File: config.mk
export PLATFORM = sky130hd
export DESIGN_NAME = dma_channel_control
export DESIGN_NICKNAME = d
export VERILOG_FILES = /design/src/rtl/dma_pkg.sv /design/src/rtl/arb_if.sv /design/src/rtl/dma_arbiter.sv /design/src/rtl/dma_channel_control.sv
export VERILOG_INCLUDE_DIRS = /design/src /design/src/rtl
export SDC_FILE = /design/constraint.sdc
export NUM_CORES = 1
export LEC_CHECK = 0
export ABC_AREA = 1
export BUFFER_PORTS_ARGS = -buffer_cell sky130_fd_sc_hd__buf_4
export CAP_MARGIN = 20
export CORE_MARGIN = 8
export CORE_UTILIZATION = 57
export CTS_CLUSTER_SIZE = 25
export DETAILED_ROUTE_END_ITERATION = 10
export PLACE_DENSITY = 0.86
export SLEW_MARGIN = 20
export SYNTH_ARGS = -nofsm -noshare
export SYNTH_HDL_FRONTEND = slang
export SYNTH_HIERARCHICAL = 1
export SYNTH_SLANG_ARGS = --single-unit
File: constraint.sdc
create_clock -name clk -period 5.5 [get_ports clk]
set_clock_uncertainty 0.1 [all_clocks]
set_input_delay 0 -clock clk [delete_from_list [all_inputs] [get_ports clk]]
set_output_delay 0 -clock clk [all_outputs]
set_load 0.03 [all_outputs]
File: src/rtl/dma_regs.svh
/*
 * Register offsets, bit positions and reset values of the DMA channel
 * control block. Assumes byte addresses on an 8-bit Wishbone address.
 */
`ifndef DMA_REGS_SVH
`define DMA_REGS_SVH

// ----------------------------------------
// Offsets
// ----------------------------------------
`define CTRL_BASE 8'h00
`define CTRL_STRIDE 8'h04
`define IRQ_STAT_OFS 8'h40
`define IRQ_MASK_OFS 8'h44

// ----------------------------------------
// Channel control fields
// ----------------------------------------
`define CTRL_ACTIVE_BIT 15
`define CTRL_CHAIN_DIR_BIT 8
`define CTRL_ON_BIT 7
`define CTRL_EWO_BIT 6
`define CTRL_CHAIN_ALLOW_BIT 5
`define CTRL_REARM_BIT 4
`define CTRL_SEEN_BIT 2
`define CTRL_PRI_LSB 0
`define CTRL_PRI_MSB 1

// ----------------------------------------
// Reset values
// ----------------------------------------
`define CTRL_RESET 32'h0000_0000
`define IRQ_MASK_RESET 32'h0000_0000

`endif

File: src/rtl/dma_pkg.sv
/*
 * Types shared by the DMA channel control block and its arbiter.
 * Assumes the constants of dma_regs.svh are included where needed.
 */
package dma_pkg;

    typedef logic [1:0] prio_t;

    typedef enum logic [0:0] {
        WB_IDLE = 1'b0,
        WB_ACK = 1'b1
    } wb_state_t;

    typedef struct packed {
        logic chain_dir;
        logic channel_on;
        logic events_when_off;
        logic chain_allow;
        logic auto_rearm;
        prio_t channel_priority;
    } ch_cfg_t;

endpackage

File: src/rtl/arb_if.sv
/*
 * Request and grant bundle between the channel control and its arbiter.
 * Assumes both ends run on the same clock; the bundle is combinational.
 */
`timescale 1ns/10ps

interface arb_if
    import dma_pkg::*;
#(
    parameter int N = 4,
    parameter int IDX_W = (N > 1) ? $clog2(N) : 1
);
    logic [N-1:0] req;
    prio_t pri [N];
    logic [IDX_W-1:0] win_idx;
    logic win_valid;

    modport requester (output req, output pri, input win_idx, input win_valid);
    modport arbiter (input req, input pri, output win_idx, output win_valid);
endinterface

File: src/rtl/dma_arbiter.sv
/*
 * Fixed selection among requesting channels: highest priority field wins,
 * ties go to the lowest channel number. Purely combinational.
 */
`timescale 1ns/10ps

module dma_arbiter
    import dma_pkg::*;
#(
    parameter int N = 4,
    parameter int IDX_W = (N > 1) ? $clog2(N) : 1
)(
    arb_if.arbiter arb
);

    // ----------------------------------------
    // Selection
    // ----------------------------------------
    // Scan downward with >= so the lowest index keeps a tie
    always_comb
    begin
        arb.win_valid = 1'b0;
        arb.win_idx = '0;
        for (int i = N - 1; i >= 0; i--)
        begin
            if (arb.req[i] && (!arb.win_valid || arb.pri[i] >= arb.pri[arb.win_idx]))
            begin
                arb.win_valid = 1'b1;
                arb.win_idx = IDX_W'(i);
            end
        end
    end

endmodule

File: src/rtl/dma_channel_control.sv
/*
 * Control and status of N DMA channels: enable and suspend, busy status,
 * automatic re-arm, chaining to neighbours, start/abort event capture,
 * priority arbitration and a block-done interrupt, behind a classic
 * Wishbone slave.
 *
 * Assumes the transfer datapath shares clk, follows the grant, raises
 * txn_busy while a transaction of the granted channel runs and pulses
 * block_done for one cycle when a channel's block is complete.
 * Assumes start_evt and abort_evt are one-cycle pulses made on clk, so
 * they pass no synchroniser.
 * Assumes the bus master holds its request until ack comes, one cycle
 * after the request is taken.
 * Limitation: the first and last channels have one neighbour each, so
 * chaining stops at the ends of the row.
 */
`timescale 1ns/10ps
`include "dma_regs.svh"

module dma_channel_control
    import dma_pkg::*;
#(
    parameter int N = 4,
    parameter int IDX_W = (N > 1) ? $clog2(N) : 1
)(
    input wire logic clk,
    input wire logic resetn,
    input wire logic wb_cyc,
    input wire logic wb_stb,
    input wire logic wb_we,
    input wire logic [7:0] wb_adr,
    input wire logic [3:0] wb_sel,
    input wire logic [31:0] wb_dat_w,
    output logic [31:0] wb_dat_r,
    output logic wb_ack,
    input wire logic [N-1:0] start_evt,
    input wire logic [N-1:0] abort_evt,
    input wire logic [N-1:0] block_done,
    input wire logic txn_busy,
    output logic grant_valid,
    output logic [IDX_W-1:0] grant_idx,
    output logic irq
);

    // ----------------------------------------
    // Helpers
    // ----------------------------------------
    // Byte address of a channel's control word
    function automatic logic [7:0] ctrl_addr(input int ch);
        ctrl_addr = 8'(`CTRL_BASE + ch * `CTRL_STRIDE);
    endfunction

    // Assemble one control word; unused bits stay zero
    function automatic logic [31:0] ctrl_word(input ch_cfg_t c, input logic act,
                                              input logic seen);
        logic [31:0] w;
        w = 32'h0000_0000;
        w[`CTRL_ACTIVE_BIT] = act;
        w[`CTRL_CHAIN_DIR_BIT] = c.chain_dir;
        w[`CTRL_ON_BIT] = c.channel_on;
        w[`CTRL_EWO_BIT] = c.events_when_off;
        w[`CTRL_CHAIN_ALLOW_BIT] = c.chain_allow;
        w[`CTRL_REARM_BIT] = c.auto_rearm;
        w[`CTRL_SEEN_BIT] = seen;
        w[`CTRL_PRI_MSB:`CTRL_PRI_LSB] = c.channel_priority;
        ctrl_word = w;
    endfunction

    // Zero-extend a per-channel vector to a bus word
    function automatic logic [31:0] low_word(input logic [N-1:0] v);
        logic [31:0] w;
        w = 32'h0000_0000;
        w[N-1:0] = v;
        low_word = w;
    endfunction

    // Clear first, then set, so an event in the clearing cycle survives
    function automatic logic [N-1:0] set_wins(input logic [N-1:0] cur,
                                              input logic [N-1:0] clr,
                                              input logic [N-1:0] hit);
        set_wins = (cur & ~clr) | hit;
    endfunction

    // ----------------------------------------
    // State
    // ----------------------------------------
    // Per-channel configuration fields
    ch_cfg_t cfg_reg [N];
    ch_cfg_t cfg_next [N];

    // Event-seen and pending-start flags, one per channel
    logic [N-1:0] seen_reg;
    logic [N-1:0] seen_next;
    logic [N-1:0] pend_reg;
    logic [N-1:0] pend_next;

    // Block-done status and interrupt mask
    logic [N-1:0] stat_reg;
    logic [N-1:0] stat_next;
    logic [N-1:0] mask_reg;
    logic [N-1:0] mask_next;

    // Bus answer and read data
    logic [31:0] rdata_reg;
    logic [31:0] rdata_next;
    wb_state_t wb_state_reg;
    wb_state_t wb_state_next;

    // Grant as seen by the datapath
    logic grant_valid_reg;
    logic [IDX_W-1:0] grant_idx_reg;

    arb_if #(.N(N), .IDX_W(IDX_W)) arb ();

    dma_arbiter #(.N(N), .IDX_W(IDX_W)) u_arb (
        .arb(arb.arbiter)
    );

    // ----------------------------------------
    // Bus decode
    // ----------------------------------------
    // A request is served once: the access takes effect as ack rises
    // Holding stb past ack starts a new access two cycles later
    wire logic bus_req = wb_cyc && wb_stb && (wb_state_reg == WB_IDLE);
    wire logic bus_wr = bus_req && wb_we;
    wire logic bus_rd = bus_req && !wb_we;
    wire logic hit_stat = (wb_adr == `IRQ_STAT_OFS);
    wire logic hit_mask = (wb_adr == `IRQ_MASK_OFS);
    // Status read-clear and mask write strobes
    wire logic stat_rd_clr = bus_rd && hit_stat;
    wire logic mask_wr = bus_wr && hit_mask && wb_sel[0];
    logic [N-1:0] hit_ctrl;
    logic [N-1:0] wr_lo;
    logic [N-1:0] wr_hi;
    logic [31:0] ctrl_view [N];
    logic [N-1:0] active;
    logic [N-1:0] ev_ok;
    logic [N-1:0] start_ok;
    logic [N-1:0] abort_ok;
    logic [N-1:0] chain_hit;
    logic [N-1:0] mine;
    logic [N-1:0] lower_done;
    logic [N-1:0] higher_done;

    // Neighbour completions; each end of the channel row has none on its outer side
    assign lower_done = {1'b0, block_done[N-1:1]};
    assign higher_done = {block_done[N-2:0], 1'b0};

    // Per-channel decode, status and event qualification
    for (genvar g = 0; g < N; g++)
    begin : g_ch
        assign hit_ctrl[g] = (wb_adr == ctrl_addr(g));
        assign mine[g] = grant_valid_reg && (grant_idx_reg == IDX_W'(g));
        // Busy stays up until a suspended channel's transaction drains
        assign active[g] = cfg_reg[g].channel_on || (mine[g] && txn_busy);
        assign ev_ok[g] = cfg_reg[g].channel_on || cfg_reg[g].events_when_off;
        assign start_ok[g] = start_evt[g] && ev_ok[g];
        assign abort_ok[g] = abort_evt[g] && ev_ok[g];
        // Direction is looked at only when chaining is allowed
        assign chain_hit[g] = cfg_reg[g].chain_allow &&
                              (cfg_reg[g].chain_dir ? lower_done[g] : higher_done[g]);
        // Byte lane 0 carries bits 7:0, lane 1 the chain direction
        assign wr_lo[g] = bus_wr && hit_ctrl[g] && wb_sel[0];
        assign wr_hi[g] = bus_wr && hit_ctrl[g] && wb_sel[1];
        // Read view of each control word
        assign ctrl_view[g] = ctrl_word(cfg_reg[g], active[g], seen_reg[g]);
        // Requests only count while the channel is on
        assign arb.req[g] = cfg_reg[g].channel_on && pend_reg[g];
        assign arb.pri[g] = cfg_reg[g].channel_priority;
    end

    // ----------------------------------------
    // Read data selection
    // ----------------------------------------
    // Unmapped addresses read zero and are still acknowledged
    // Data is captured as the request is taken and held while ack stands
    always_comb
    begin
        rdata_next = rdata_reg;
        if (bus_rd)
        begin
            rdata_next = 32'h0000_0000;
            if (hit_stat)
                rdata_next = low_word(stat_reg);
            if (hit_mask)
                rdata_next = low_word(mask_reg);
            for (int i = 0; i < N; i++)
            begin
                if (hit_ctrl[i])
                    rdata_next = ctrl_view[i];
            end
        end
    end

    // ----------------------------------------
    // Channel control next state
    // ----------------------------------------
    // Software writes first, then hardware clears, then hardware sets,
    // so a chain trigger in the same cycle as a clear is never lost
    always_comb
    begin
        for (int i = 0; i < N; i++)
        begin
            cfg_next[i] = cfg_reg[i];
            if (wr_lo[i])
            begin
                cfg_next[i].channel_on = wb_dat_w[`CTRL_ON_BIT];
                cfg_next[i].events_when_off = wb_dat_w[`CTRL_EWO_BIT];
                cfg_next[i].chain_allow = wb_dat_w[`CTRL_CHAIN_ALLOW_BIT];
                cfg_next[i].auto_rearm = wb_dat_w[`CTRL_REARM_BIT];
                cfg_next[i].channel_priority = wb_dat_w[`CTRL_PRI_MSB:`CTRL_PRI_LSB];
            end
            // Busy and event-seen are read-only; other upper bits are absent
            if (wr_hi[i])
                cfg_next[i].chain_dir = wb_dat_w[`CTRL_CHAIN_DIR_BIT];
            // Re-arm keeps the channel on through its own completion
            if (block_done[i] && !cfg_reg[i].auto_rearm)
                cfg_next[i].channel_on = 1'b0;
            if (abort_ok[i])
                cfg_next[i].channel_on = 1'b0;
            if (chain_hit[i])
                cfg_next[i].channel_on = 1'b1;
        end
    end

    // ----------------------------------------
    // Event, pending and interrupt next state
    // ----------------------------------------
    // Every flag here lets its set win over its clear
    always_comb
    begin
        mask_next = mask_reg;
        // Re-arm leaves channel-on alone; the pending start and the seen flag are used up
        pend_next = set_wins(pend_reg, block_done | abort_ok, start_ok);
        seen_next = set_wins(seen_reg, block_done, start_ok | abort_ok);
        // A status read clears what it returned; a new completion still sets
        stat_next = set_wins(stat_reg, {N{stat_rd_clr}}, block_done);
        if (mask_wr)
            mask_next = wb_dat_w[N-1:0];
    end

    // ----------------------------------------
    // Bus handshake
    // ----------------------------------------
    // One cycle answer, then one idle cycle to let ack fall
    always_comb
    begin
        wb_state_next = wb_state_reg;
        unique case (wb_state_reg)
            WB_IDLE:
                if (bus_req)
                    wb_state_next = WB_ACK;
            WB_ACK:
                wb_state_next = WB_IDLE;
        endcase
    end

    // ----------------------------------------
    // Registers
    // ----------------------------------------
    // Channel configuration
    // Every field resets to zero, so all channels start off
    always_ff @(posedge clk or negedge resetn)
    begin
        if (!resetn)
        begin
            for (int i = 0; i < N; i++)
                cfg_reg[i] <= '0;
        end
        else
        begin
            for (int i = 0; i < N; i++)
                cfg_reg[i] <= cfg_next[i];
        end
    end

    // Flags, mask, bus state and read data
    always_ff @(posedge clk or negedge resetn)
    begin
        if (!resetn)
        begin
            seen_reg <= '0;
            pend_reg <= '0;
            stat_reg <= '0;
            mask_reg <= '0;
            rdata_reg <= 32'h0000_0000;
            wb_state_reg <= WB_IDLE;
        end
        else
        begin
            seen_reg <= seen_next;
            pend_reg <= pend_next;
            stat_reg <= stat_next;
            mask_reg <= mask_next;
            rdata_reg <= rdata_next;
            wb_state_reg <= wb_state_next;
        end
    end

    // Grant is frozen while a transaction runs so suspend cannot cut it
    // The grant lags the request by one cycle, traded for a clean output
    always_ff @(posedge clk or negedge resetn)
    begin
        if (!resetn)
        begin
            grant_valid_reg <= 1'b0;
            grant_idx_reg <= '0;
        end
        else if (!txn_busy)
        begin
            grant_valid_reg <= arb.win_valid;
            grant_idx_reg <= arb.win_idx;
        end
    end

    // ----------------------------------------
    // Outputs
    // ----------------------------------------
    // Ack, read data and grant all come straight from flip-flops
    assign wb_ack = (wb_state_reg == WB_ACK);
    assign wb_dat_r = rdata_reg;
    assign grant_valid = grant_valid_reg;
    assign grant_idx = grant_idx_reg;

    // ----------------------------------------
    // Interrupt
    // ----------------------------------------
    // Level output, high while an unmasked completion is unread;
    // a decode of two registers, so a mask write acts at once
    assign irq = |(stat_reg & mask_reg);

endmodule

Yosys cells after proc, flatten, opt, wreduce, memory -nomap -nowiden
Cells that the tools add are included.
{ "op_classes": {"magnitude_cmp": 6, "eq_ne": 8, "mux": 45, "bitwise": 16, "n_reduce_logical": 76} }
{ "ops": {"columns": ["cell", "n"], "rows": [
  ["$mux W32", 5],
  ["$logic_and A1 B1 Y1", 50],
  ["$mux W6", 4],
  ["$mux W1", 21],
  ["$mux W2", 10],
  ["$or A4 B4 Y4", 5],
  ["$and A4 B4 Y4", 4],
  ["$eq A8 B4 Y1 const B", 2],
  ["$eq A8 B7 Y1 const B", 2],
  ["$reduce_bool A4 Y1", 4],
  ["$bmux W2 S2", 3],
  ["$not A4 Y4", 3],
  ["$logic_or A1 B1 Y1", 11],
  ["$ge A3 B3 Y1 const B", 3],
  ["$not A2 Y3", 3],
  ["$eq A8 B3 Y1 const B", 1],
  ["$logic_not A1 Y1", 8],
  ["$logic_not A8 Y1", 1],
  ["$ge A2 B2 Y1", 3],
  ["$eq A2 B2 Y1 const B", 2],
  ["$mux W4", 1],
  ["$reduce_or A4 Y1", 1],
  ["$eq A2 B1 Y1 const B", 1],
  ["$logic_not A2 Y1", 1],
  ["other kinds (2)", 2]
]} }
{ "word_totals": {"ff_bits": 80, "in_bits": 62, "out_inout_bits": 37} }

Depth between registers and ports, before layout
Gate-level depths: netlist of run 1.
{ "logic_depth": {"word_depth": 26, "ltp_mapped": 31, "mapped_depth_nobuf": 31} }

Hierarchy
Netlist of run 1, hierarchy kept.
{ "by_module_without_submodules": {"columns": ["module", "n_inst", "cells_per_inst", "area_each_um2", "seq_area_each_um2"], "rows": [
  ["dma_channel_control", 1, 388, 3190.6, 1451.4],
  ["dma_arbiter", 1, 66, 362.8, 0.0]
]} }

Worst setup path before layout of run 1
No wires, ideal clock.
{ "synth_timing": {"path_type": "register to register", "startpoint": "register cfg_reg[5] (netlist name)", "endpoint": "register grant_idx_reg[1] (netlist: grant_idx[1])", "setup_ns": 0.083, "arrival_time_ns": 2.988, "t_required_ns": 5.317, "setup_slack_ns": 2.329, "stages_incl_launch_ff": 28, "synth_period_minus_slack_ns": 3.171, "path_cell_list": "dfrtp_1 nand2_1 inv_1 nand2_1 o21ai_0 ha_1 nand2_1 nand3_1 nand2_1 nand2_1 o22ai_1 nor2_1 ha_1 inv_1 nand2_1 nand2_1 nand2_2 nand2_4 nand2_4 clkinv_1 nand3_1 nand2_1 ha_1 o21ai_0 nand3b_1 a21oi_1 nand2_1 o21ai_0"} }
{ "synth_between": {"elab_chain_cells": 26, "word_cells_on_any_way": 32} }
{ "synth_rtl": {"columns": ["item", "line_no", "text"], "rows": [
  ["start: declaration", "dma_channel_control.sv:88", "ch_cfg_t cfg_reg [N];"],
  ["start signal: indexed assignment", "dma_channel_control.sv:273", "cfg_reg[i] <= cfg_next[i];"],
  ["$logic_and A1 B1 Y1 (*)", "dma_channel_control.sv:168", "assign arb.req[g] = cfg_reg[g].channel_on && pend_reg[g];"],
  ["net arb.req[3]", "arb_if.sv:13", "logic [N-1:0] req;"],
  ["$mux W2", "dma_arbiter.sv:26", "if (arb.req[i] && (!arb.win_valid || arb.pri[i] >= arb.pri[arb.win_idx]))"],
  ["$not A2 Y3 (implied by the code)", "dma_arbiter.sv:26", null],
  ["$bmux W2 S2", "dma_arbiter.sv:26", null],
  ["$mux W2 (implied by the code) (2 in a row)", "dma_arbiter.sv:26", null],
  ["$ge A2 B2 Y1", "dma_arbiter.sv:26", null],
  ["$logic_or A1 B1 Y1", "dma_arbiter.sv:26", null],
  ["[10 not listed]", null, null],
  ["$not A2 Y3 (implied by the code)", "dma_arbiter.sv:26", null],
  ["$bmux W2 S2", "dma_arbiter.sv:26", null],
  ["$mux W2 (implied by the code) (2 in a row)", "dma_arbiter.sv:26", null],
  ["$ge A2 B2 Y1", "dma_arbiter.sv:26", null],
  ["$logic_or A1 B1 Y1", "dma_arbiter.sv:26", null],
  ["$logic_and A1 B1 Y1", "dma_arbiter.sv:26", null],
  ["$mux W2 (*)", "dma_arbiter.sv:26", null],
  ["net arb.win_idx[1]", "arb_if.sv:15", "logic [IDX_W-1:0] win_idx;"],
  ["end signal: assignment", "dma_channel_control.sv:312", "grant_idx_reg <= arb.win_idx;"],
  ["end: declaration", "dma_channel_control.sv:111", "logic [IDX_W-1:0] grant_idx_reg;"]
]} }
The timed path passes the listed nets; every way through them passes the cells marked *. The select of a mux whose other input is x is not followed.
A chain may end at the register's enable or synchronous reset.

Worst setup path in the final report of run 1
Ends and elaborated chain as after synthesis.

==> results of run 1 <==
## layer usage
layer,wire length (um),vias up
met5,0,-
met1,3677,1625
met2,5127,202
met3,818,53
li1,-,1590
met4,469,0
## critical path, cell delays in order (launching register included)
cell	delay, ps
dfrtp_1	390
nand2_1	80
inv_1	190
nand2_1	80
o21ai_0	90
ha_1	260
nand2_1	70
nand3_1	100
nand2_1	70
nand2_1	180
o22ai_1	250
nor2_1	90
ha_1	290
inv_1	50
nand2_1	60
nand2_1	60
nand2_2	90
nand2_4	90
nand2_4	90
clkinv_1	70
nand3_1	90
nand2_1	60
ha_1	260
o21ai_0	160
nand3b_1	110
a21oi_1	160
nand2_1	70
o21ai_0	70
## worst max path at each step
stage                               to  slack, ps
after floorplan           grant_idx[1]       2330
after global placement    grant_idx[1]       2060
after detailed placement  grant_idx[1]       1950
after CTS                 grant_idx[0]       1820
after global routing      grant_idx[1]       1370
final                     grant_idx[1]       1680
## power breakdown
group,leakage [nW],switching [mW],internal [mW]
Combinational,1.53,0.0870,0.0534
Sequential,0.767,0.00727,0.437
Clock,0.109,0.177,0.266
## final cells by class
| cell class | instances | area share (%) |
|---|---|---|
| Clock inverter | 5 | 1.731 |
| Inverter | 62 | 5.390 |
| Multi-Input combinational cell | 327 | 38.37 |
| Tap cell | 75 | 2.094 |
| Antenna cell | 1 | 0.05585 |
| Timing Repair Buffer | 88 | 16.81 |
| Clock buffer | 11 | 3.156 |
| Sequential cell | 58 | 32.39 |
## per-stage QoR
step	utilization, %	hold slack, ps	std cells	power (mW)
after floorplan	-	-395.6	475	0.5317
final	74.79	25.56	627	1.027
after global routing	74.75	51.18	626	1.061
after detailed placement	64.91	4.159	573	0.5727
after global placement	64.91	-0.7748	573	0.5700
after CTS	74.75	13.71	626	1.027
## layout by cell type (no fill, tap or decap), types with 2 or more instances in the layout
master and instances:
nand2_1 124, o211ai_1 3, bufinv_16 2, o21ai_1 10
nand2_2 6, conb_1 22, dlygate4sd3_1 37, nand3_1 33
nand4_1 7, ha_1 6, nor2_8 2, a21oi_1 8
o21ai_2 15, nor2_4 3, nor3_2 2, nor2_2 6
clkbuf_8 10, clkinv_2 3, nand2_4 10, nor2_1 21
buf_4 51, or2_2 7, nor3_1 4, dfrtp_1 58
nand3b_1 2, inv_1 57, nor3b_1 2, o21ai_0 30
## what timing repair did
item / CTS / global route
hold buffers: 37 / 0
hold endpoints to repair: 110 / 0
resized for setup: 0 / 0
## kinds of logic (layout without fill, tap and decap cells)
family                   after synthesis  count (layout)  share of synthesized area (%)
AO/OA/AOI/OAI                         69              69                          11.69
adder cells (fa/ha/maj)                6               6                          2.113
buffers and inverters                 90             166                          12.99
flip-flops                            58              58                          40.85
other                                  1              23                         0.1055
AND/OR/NAND/NOR                      230             230                          32.25
==> summary.md, run 1 <==
| Metric | Value |
|---|---|
| WHS Path Cells | `5` |
| Max reg flops | `20` |
| CTS tree | `done` |
| Worst Tran Pin Value | `852.9 ps` |
| Initial antenna violation count | `0` |
| DR pass1 iterations | `5` |
| Post-route cell area | `4481 sq um` |
| Synth Register Bits | `58` |
| Synth cell count leaders | `124 x nand2_1, 58 x dfrtp_1, 57 x inv_1` |
| WL/cell | `16.10 um` |
| Worst IR drop on VDD | `0.1626 mV` |
| Vias in the first global route | `3547` |
| Slew headroom | `42.83%` |
| RSZ-0062 raised after global routing | `no` |
| Post-CTS setup repair buffer count | `0` |
| Fill cell count | `406` |
| ANT nets after route | `0` |
| Required @ worst endpoint | `5660 ps` |
| Global-route wire length before repair | `16.65 mm` |
| Type of the most critical hold path | `in -> reg` |
| FMAX | `261.8 MHz` |
| Routed via count | `3470` |
| FF-to-FF End | `grant_idx[1]` |
| Die Ht | `94.96 um` |
| Pin count of the biggest net entering global routing | `59` |
| Netlist cell types | `35` |
| Syn_area_per_cell | `7.827 sq um` |
| Outcome | `finished clean` |
| Type of the worst setup path | `reg -> reg` |
| Synth top area share | `40.85%` |
| Area of the die | `9016 sq um` |
| TritonCTS Sinks | `58` |
| Cell count after synthesis | `454` |
| Register Area | `1451 sq um` |
| Critical path arrival | `3980 ps` |
| Area after DPL | `3889 sq um` |
| Nets | `614` |
| Met2 usage | `39.63%` |
| GRT overflow | `0` |
| Detailed Place HPWL | `6.827 mm` |
| Final min period | `3819 ps` |
| Final hold viol count | `0` |
| Synth top area cells | `dfrtp_1 41%, nand2_1 13%, inv_1 6.0%` |
| Area Growth Syn to Fin | `26.09%` |
| Core Area | `5991 sq um` |
| Critical path fanouts, max | `7` |
| Clk Latency, worst-skew pair | `350 ps` |
| Final setup viols | `0` |
| Root buf cell | `clkbuf_8` |
| Pre-CTS setup slack | `1946 ps` |
| Cell area after synthesis | `3553 sq um` |
| Final worst-path cycle share | `69.44%` |
| Main synth FF type | `dfrtp_1` |
| DRC viols | `0` |
| Register-to-register setup slack | `1680 ps` |
| H-tree levels | `3` |
| Gr usage total | `23.75%` |
| Pins Over Slew Limit | `0` |
| Die W | `94.96 um` |
| Clk slew on worst S/H paths | `70 ps` |
| Footprint of the multi-input gates | `1719 sq um` |
| Drt total wl | `10.09 mm` |
| Max-cap viol count | `0` |
| GRT Max-Usage Layer | `met2` |
| EDFF count, synth | `0` |
| Leakage Power | `2.407 nW` |
| Area leader, netlist | `dfrtp_1` |
| Register-to-Register Path Depth | `27` |
| Post-synth ARST share | `100.0%` |
| Sequential area share after synthesis | `40.85%` |
| I/O Buffers | `51` |
| Iter 0 DRT Violations | `301` |
| WHS Endpoint | `wb_dat_r[3]` |
| CP Launch Point | `cfg_reg[5]` |
| Count leader, synth | `nand2_1` |
| Min-delay src | `wb_cyc` |
| Global Route met1 Usage | `26.38%` |
| Vias/cell | `5.534` |
| Pwr dens | `229.3 nW/um^2` |
| Worst R2R Start | `cfg_reg[5]` |
| Fin Setup TNS | `0 ps` |
| GR met3 Demand/Resource | `5.079%` |
| Final GP Congestion | `0.8870` |
| CTS Buf Count | `9` |
| Setup ws final | `1681 ps` |
| Crit. End Element | `flop` |
| Startpoint types | `flop` |
| IO Count | `99` |
| Maximum clock path buffer count | `2` |
| Starting Density | `59.31%` |
| Synthesis Warnings | `6` |
| Share of layout cells above drive strength 1 | `22.14%` |
| Core Rows | `28` |
Note: power is estimated with default switching activity, not from simulation.
==> run 2: changes to the inputs <==
Settings changed: CORE_UTILIZATION 57 to 48, PLACE_DENSITY 0.86 to 0.77.
Clock period 5.5 ns to 3.5 ns, I/O delays scaled along.
==> summary.md, run 2 (synthesis gave the netlist of run 1 again) <==
| Metric | Value |
|---|---|
| Placed cell count | `600 (was 573)` |
| H-tree levels | `3 (unchanged)` |
| TritonCTS Sinks | `58 (unchanged)` |
| DRC viols | `0 (unchanged)` |
| Pin count of the biggest net entering global routing | `59 (unchanged)` |
| CTS tree | `done (unchanged)` |
| Core Rows | `31 (was 28)` |
| Drt total wl | `9.796 mm (was 10.09 mm)` |
| Leakage Power | `2.446 nW (was 2.407 nW)` |
| Clk pwr share | `43.5% (was 43.1%)` |
| Crit. End Element | `flop (unchanged)` |
| CP max stage delay | `430 ps (was 390 ps)` |
| Most frequent cells in the layout | `116 x nand2_1, 58 x dfrtp_1, 58 x buf_4, 56 x inv_1, 35 x dlygate4sd3_1 (was 124 x nand2_1, 58 x dfrtp_1, 57 x inv_1, 51 x buf_4, 37 x dlygate4sd3_1)` |
| NetSw | `0.4314 mW (was 0.2714 mW)` |
| Starting Density | `49.25% (was 59.31%)` |
| Most frequent CP cell | `nand2_2 (was nand2_1)` |
| Routed via count | `3395 (was 3470)` |
| Clk slew on worst S/H paths | `70 ps (about the same)` |
| FMAX | `293.8 MHz (was 261.8 MHz)` |
| Detailed Place HPWL | `6.763 mm (was 6.827 mm)` |
| RSZ-0062 raised after global routing | `yes (was no)` |
| Final hold slack | `49.82 ps (was 25.56 ps)` |
| IO Count | `99 (unchanged)` |
| Util after Layout | `64.07% (was 74.79%)` |
| CP Launch Point | `cfg_reg[5] (unchanged)` |
| Clk Latency, worst-skew pair | `350 ps (about the same)` |
| Outcome | `finished clean (unchanged)` |
| Worst IR drop on VDD | `0.3277 mV (was 0.1626 mV)` |
| DR pass1 iterations | `5 (unchanged)` |
| Vias in the first global route | `3258 (was 3547)` |
| WL/cell | `14.96 um (was 16.10 um)` |
| Min-delay src | `wb_adr[2] (was wb_cyc)` |
| Sw Share | `26.65% (was 26.42%)` |
| Family with the most delay on the worst path | `simple AND/OR/NAND/NOR gates (unchanged)` |
| Critical path fanouts, max | `6 (was 7)` |
| Iter 0 DRT Violations | `203 (was 301)` |
| Final worst-path cycle share | `97.26% (was 69.44%)` |
| Final min period | `3404 ps (was 3819 ps)` |
| Pins Over Slew Limit | `0 (unchanged)` |
| Root buf cell | `clkbuf_8 (unchanged)` |
| Die W | `102.0 um (was 94.96 um)` |
| Worst R2R Start | `cfg_reg[5] (unchanged)` |
| Required @ worst endpoint | `3670 ps (was 5660 ps)` |
| Core Area | `7214 sq um (was 5991 sq um)` |
| I/O Buffers | `51 (unchanged)` |
| Pwr dens | `350.3 nW/um^2 (was 229.3 nW/um^2)` |
| Startpoint types | `flop (unchanged)` |
| Most common cell after layout, fill and taps aside | `nand2_1 (unchanged)` |
| Slew headroom | `49.80% (was 42.83%)` |
| Post-route cell area | `4622 sq um (was 4481 sq um)` |
| Area of the die | `10410 sq um (was 9016 sq um)` |
| Vias/cell | `5.183 (was 5.534)` |
| Final setup viols | `0 (unchanged)` |
| ANT nets after route | `0 (unchanged)` |
| Max reg flops | `20 (unchanged)` |
| Initial antenna violation count | `0 (unchanged)` |
| Die Ht | `102.0 um (was 94.96 um)` |
| Final hold viol count | `0 (unchanged)` |
| Maximum clock path buffer count | `2 (unchanged)` |
| Area Growth Syn to Fin | `30.07% (was 26.09%)` |
| Area after DPL | `3941 sq um (was 3889 sq um)` |
| Type of the worst setup path | `reg -> reg (unchanged)` |
| Global-route wire length before repair | `15.44 mm (was 16.65 mm)` |
| Fill cell count | `590 (was 406)` |
| Slowest stage cell, crit path | `dfrtp_1 (unchanged)` |
| Nets | `619 (was 614)` |
| Finished Layout Cells | `655 (was 627)` |
| Antenna diodes | `0 (was 1)` |
| GRT overflow | `0 (unchanged)` |
| Buf+Inv Stages, Crit Path | `3 (unchanged)` |
| Share of layout cells above drive strength 1 | `26.62% (was 22.14%)` |
| CTS Buf Count | `9 (unchanged)` |
| Worst Tran Pin Value | `753.0 ps (was 852.9 ps)` |
| Final GP Congestion | `0.8887 (was 0.8870)` |
| Gr usage total | `19.27% (was 23.75%)` |
| Max-cap viol count | `0 (unchanged)` |
| Type of the most critical hold path | `in -> reg (unchanged)` |
| Logic gate share of total power | `13.5% (was 13.7%)` |
| Critical path arrival | `3580 ps (was 3980 ps)` |
| Internal Power | `1.188 mW (was 0.7560 mW)` |
| Reg power frac | `43.0% (was 43.2%)` |
-- run 2: cell types whose count changed in the layout (fill, tap and decap cells not counted), moves of 2 or more --
cell / change
o21ai_2: +3
o21ai_0: -6
nand2_1: -8
buf_4: +7
nand3_2: +4
nand3_1: -5
o21ai_1: +3
dlygate4sd3_1: -2
inv_4: +2
nand2_2: +8
-- run 2: layout make-up --
| type | instances | area, sq um | area share [%] |
|---|---|---|---|
| Clock buffer | 11 | 141.4 | 3.059 |
| Timing Repair Buffer | 93 | 785.8 | 17.00 |
| Sequential cell | 58 | 1451 | 31.40 |
| Inverter | 62 | 246.5 | 5.333 |
| Clock inverter | 5 | 77.57 | 1.678 |
| Tap cell | 99 | 123.9 | 2.680 |
| Multi-Input combinational cell | 327 | 1795 | 38.85 |
-- run 2: worst paths after layout --
path | cells past startpoint | end | slack (ps)
max | 29 | grant_idx[0] | 100
min | 5 | mask_reg[3] | 50
max reg2reg | 29 | grant_idx[0] | 100
min reg2reg | 2 | wb_dat_r[5] | 390
max in group asynchronous | 2 | wb_dat_r[0] | 2650
min in group asynchronous | 2 | cfg_reg[25] | 150
-- run 2: power groups by stage --
stage                     sequential [mW]  clock (mW)  combinational [mW]
after global placement              0.709           0               0.189
after global routing                0.698       0.743               0.236
after floorplan                     0.731           0               0.104
final                               0.697       0.704               0.218
after detailed placement            0.709           0               0.191
after CTS                           0.697       0.708               0.216
-- run 2: metal layers --
layer	wire length, um	track usage, %
met1	3856	22.13
met3	769	4.837
met2	4879	32.43
met5	0	0
met4	290	9.932
-- run 2: through the flow --
| stage | power [mW] | setup WS (ps) | setup TNS, ps |
|---|---|---|---|
| floorplan | 0.8355 | 328.9 | 0 |
| global placement | 0.8976 | 175.5 | 0 |
| detailed placement | 0.9002 | 44.67 | 0 |
| CTS | 1.620 | 4.195 | 0 |
| global route | 1.676 | -199.3 | -321.8 |
| finish | 1.619 | 96.06 | 0 |
-- run 2: worst reg2reg max path, delay by kind of cell (launching register included) --
| kind | cells | cell delay (ps) |
|---|---|---|
| fa+ha+maj | 3 | 800 |
| compound gates | 4 | 350 |
| flops | 1 | 430 |
| buf+inv | 3 | 160 |
| simple gates | 19 | 1490 |
-- run 2: repair_timing --
item | CTS | global route
resized for setup | 0 | 28
hold buffers | 35 | 0
hold endpoints to repair | 106 | 0
setup endpoints to repair | 0 | 2
buffers inserted | 0 | 4
==> run 3: changes to the inputs <==
Settings changed: CTS_BUF_LIST set to sky130_fd_sc_hd__clkbuf_16, RECOVER_POWER set to 100, REMOVE_ABC_BUFFERS set to 1.
==> summary.md, run 3 (synthesis gave the netlist of run 1 again) <==
| Metric | Value |
|---|---|
| IO Count | `99 (unchanged)` |
| Die W | `102.0 um (unchanged)` |
| Type of the worst setup path | `reg -> reg (unchanged)` |
| Max-cap viol count | `0 (unchanged)` |
| Slowest stage cell, crit path | `dfrtp_1 (unchanged)` |
| Max reg flops | `20 (unchanged)` |
| Area after DPL | `3941 sq um (unchanged)` |
| CTS Buf Count | `9 (unchanged)` |
| Util after Layout | `62.94% (was 64.07%)` |
| DR pass1 iterations | `5 (unchanged)` |
| Crit. End Element | `flop (unchanged)` |
| NetSw | `0.4387 mW (was 0.4314 mW)` |
| Finished Layout Cells | `649 (was 655)` |
| Final hold slack | `41.26 ps (was 49.82 ps)` |
| Drt total wl | `10.00 mm (was 9.796 mm)` |
| Core Area | `7214 sq um (unchanged)` |
| Routed via count | `3371 (was 3395)` |
| TritonCTS Sinks | `58 (unchanged)` |
| Slew headroom | `4.618% (was 49.80%)` |
| Type of the most critical hold path | `in -> reg (unchanged)` |
| Logic gate share of total power | `12.6% (was 13.5%)` |
| I/O Buffers | `51 (unchanged)` |
| Die Ht | `102.0 um (unchanged)` |
| Initial antenna violation count | `0 (unchanged)` |
| Final setup viols | `0 (unchanged)` |
| Maximum clock path buffer count | `2 (unchanged)` |
| Antenna diodes | `0 (unchanged)` |
| RSZ-0062 raised after global routing | `yes (unchanged)` |
| Nets | `614 (was 619)` |
| Pre-CTS setup slack | `56.96 ps (was 44.67 ps)` |
| Final hold viol count | `0 (unchanged)` |
| Worst IR drop on VDD | `0.2526 mV (was 0.3277 mV)` |
| Final GP Congestion | `0.8938 (was 0.8887)` |
| Critical path fanouts, max | `6 (unchanged)` |
| Area of the die | `10410 sq um (unchanged)` |
| Internal Power | `1.222 mW (was 1.188 mW)` |
| Reg power frac | `42.0% (was 43.0%)` |
| Iter 0 DRT Violations | `263 (was 203)` |
| WHS Path Cells | `4 (was 5)` |
| Detailed Place HPWL | `6.693 mm (was 6.763 mm)` |
| FMAX | `295.3 MHz (was 293.8 MHz)` |
| Overall power after layout | `1.661 mW (was 1.619 mW)` |
| ANT nets after route | `0 (unchanged)` |
| Pwr dens | `365.7 nW/um^2 (was 350.3 nW/um^2)` |
| Most frequent cells in the layout | `114 x nand2_1, 58 x dfrtp_1, 55 x inv_1, 42 x buf_4 (was 116 x nand2_1, 58 x dfrtp_1, 58 x buf_4, 56 x inv_1, 35 x dlygate4sd3_1)` |
| Leakage Power | `2.374 nW (was 2.446 nW)` |
| Final worst-path cycle share | `96.75% (was 97.26%)` |
| Pin count of the biggest net entering global routing | `59 (unchanged)` |
| Register-to-Register Path Depth | `29 (unchanged)` |
| Clk slew on worst S/H paths | `50 ps (was 70 ps)` |
| Placed cell count | `600 (unchanged)` |
| H-tree levels | `3 (unchanged)` |
| Vias/cell | `5.194 (was 5.183)` |
| Critical path arrival | `3530 ps (was 3580 ps)` |
| CTS tree | `done (unchanged)` |
| Clk pwr share | `45.4% (was 43.5%)` |
| Final min period | `3386 ps (was 3404 ps)` |
| Most common cell after layout, fill and taps aside | `nand2_1 (unchanged)` |
| Core Rows | `31 (unchanged)` |
| Pins Over Slew Limit | `0 (unchanged)` |
| Vias in the first global route | `3288 (was 3258)` |
| Share of layout cells above drive strength 1 | `23.82% (was 26.62%)` |
| CP max stage delay | `400 ps (was 430 ps)` |
| Area Growth Syn to Fin | `27.78% (was 30.07%)` |
| DRC viols | `0 (unchanged)` |
| Fill cell count | `620 (was 590)` |
| Sw Share | `26.42% (was 26.65%)` |
| Starting Density | `49.25% (unchanged)` |
| Setup ws final | `113.7 ps (was 96.06 ps)` |
| GRT overflow | `0 (unchanged)` |
| Global-route wire length before repair | `15.84 mm (was 15.44 mm)` |
| Post-route cell area | `4541 sq um (was 4622 sq um)` |
| Register-to-register setup slack | `110 ps (was 100 ps)` |
| Gr usage total | `19.67% (was 19.27%)` |
| Fin Setup TNS | `0 ps (unchanged)` |
| Worst Tran Pin Value | `1431 ps (was 753.0 ps)` |
| WL/cell | `15.41 um (was 14.96 um)` |
| Startpoint types | `flop (unchanged)` |
| Outcome | `finished clean (unchanged)` |
| Required @ worst endpoint | `3650 ps (was 3670 ps)` |
| Clk Latency, worst-skew pair | `320 ps (was 350 ps)` |
| Root buf cell | `clkbuf_16 (was clkbuf_8)` |
| Most frequent CP cell | `nand2_2 (unchanged)` |
==> run 3: final timing paths <==
check	startpoint	end
min in group asynchronous	resetn	cfg_reg[9]
worst max-delay path	cfg_reg[5]	grant_idx[0]
max in group asynchronous	resetn	wb_dat_r[0]
worst min register to register	wb_dat_r[3]	wb_dat_r[3]
worst min-delay path	abort_evt[0]	cfg_reg[26]
worst max register to register	cfg_reg[5]	grant_idx[0]
==> run 3: layout make-up <==
cell class	count	area, sq um	area share, %
tap	99	123.9	2.728
clock inverter	6	25.02	0.5511
inverter	62	244.0	5.373
clock buffer	9	225.2	4.960
sequential	58	1451	31.96
multi-input combinational	327	1788	39.38
timing repair buffer	88	683.2	15.05
==> run 3: power groups by stage <==
| stage | registers, mW | clock network (mW) | logic [mW] |
|---|---|---|---|
| 2_1_floorplan | 0.731 | 0 | 0.0846 |
| 3_3_place_gp | 0.708 | 0 | 0.189 |
| 3_5_place_dp | 0.709 | 0 | 0.193 |
| 4_1_cts | 0.698 | 0.754 | 0.217 |
| 5_1_grt | 0.699 | 0.792 | 0.226 |
| 6_report | 0.698 | 0.753 | 0.210 |
==> run 3: layer usage <==
layer  wire [um]  global-route usage (%)  vias up  part of all wire [%]
met5           0                       0        -                     0
met4         220                   8.691        0                   2.2
met3         746                   4.564       25                   7.5
met2        5055                   33.98      145                    51
met1        3980                   22.63     1601                    40
li1            -                       -     1600                     -
==> run 3: what timing repair did <==
item	CTS	global route
endpoints found under the setup margin	1	2
hold buffers	31	0
cloned	0	0
setup buffers	0	3
pin swaps	0	22
hold endpoints to repair	104	0
gates resized for setup	2	26
==> run 3: critical path, delay by kind of cell (launching register included) <==
kind,cells,cell delay [ps]
AO/OA/AOI/OAI,4,330
AND/OR/NAND/NOR,18,1440
buffers and inverters,4,230
adder cells (fa/ha/maj),3,830
flip-flops,1,400
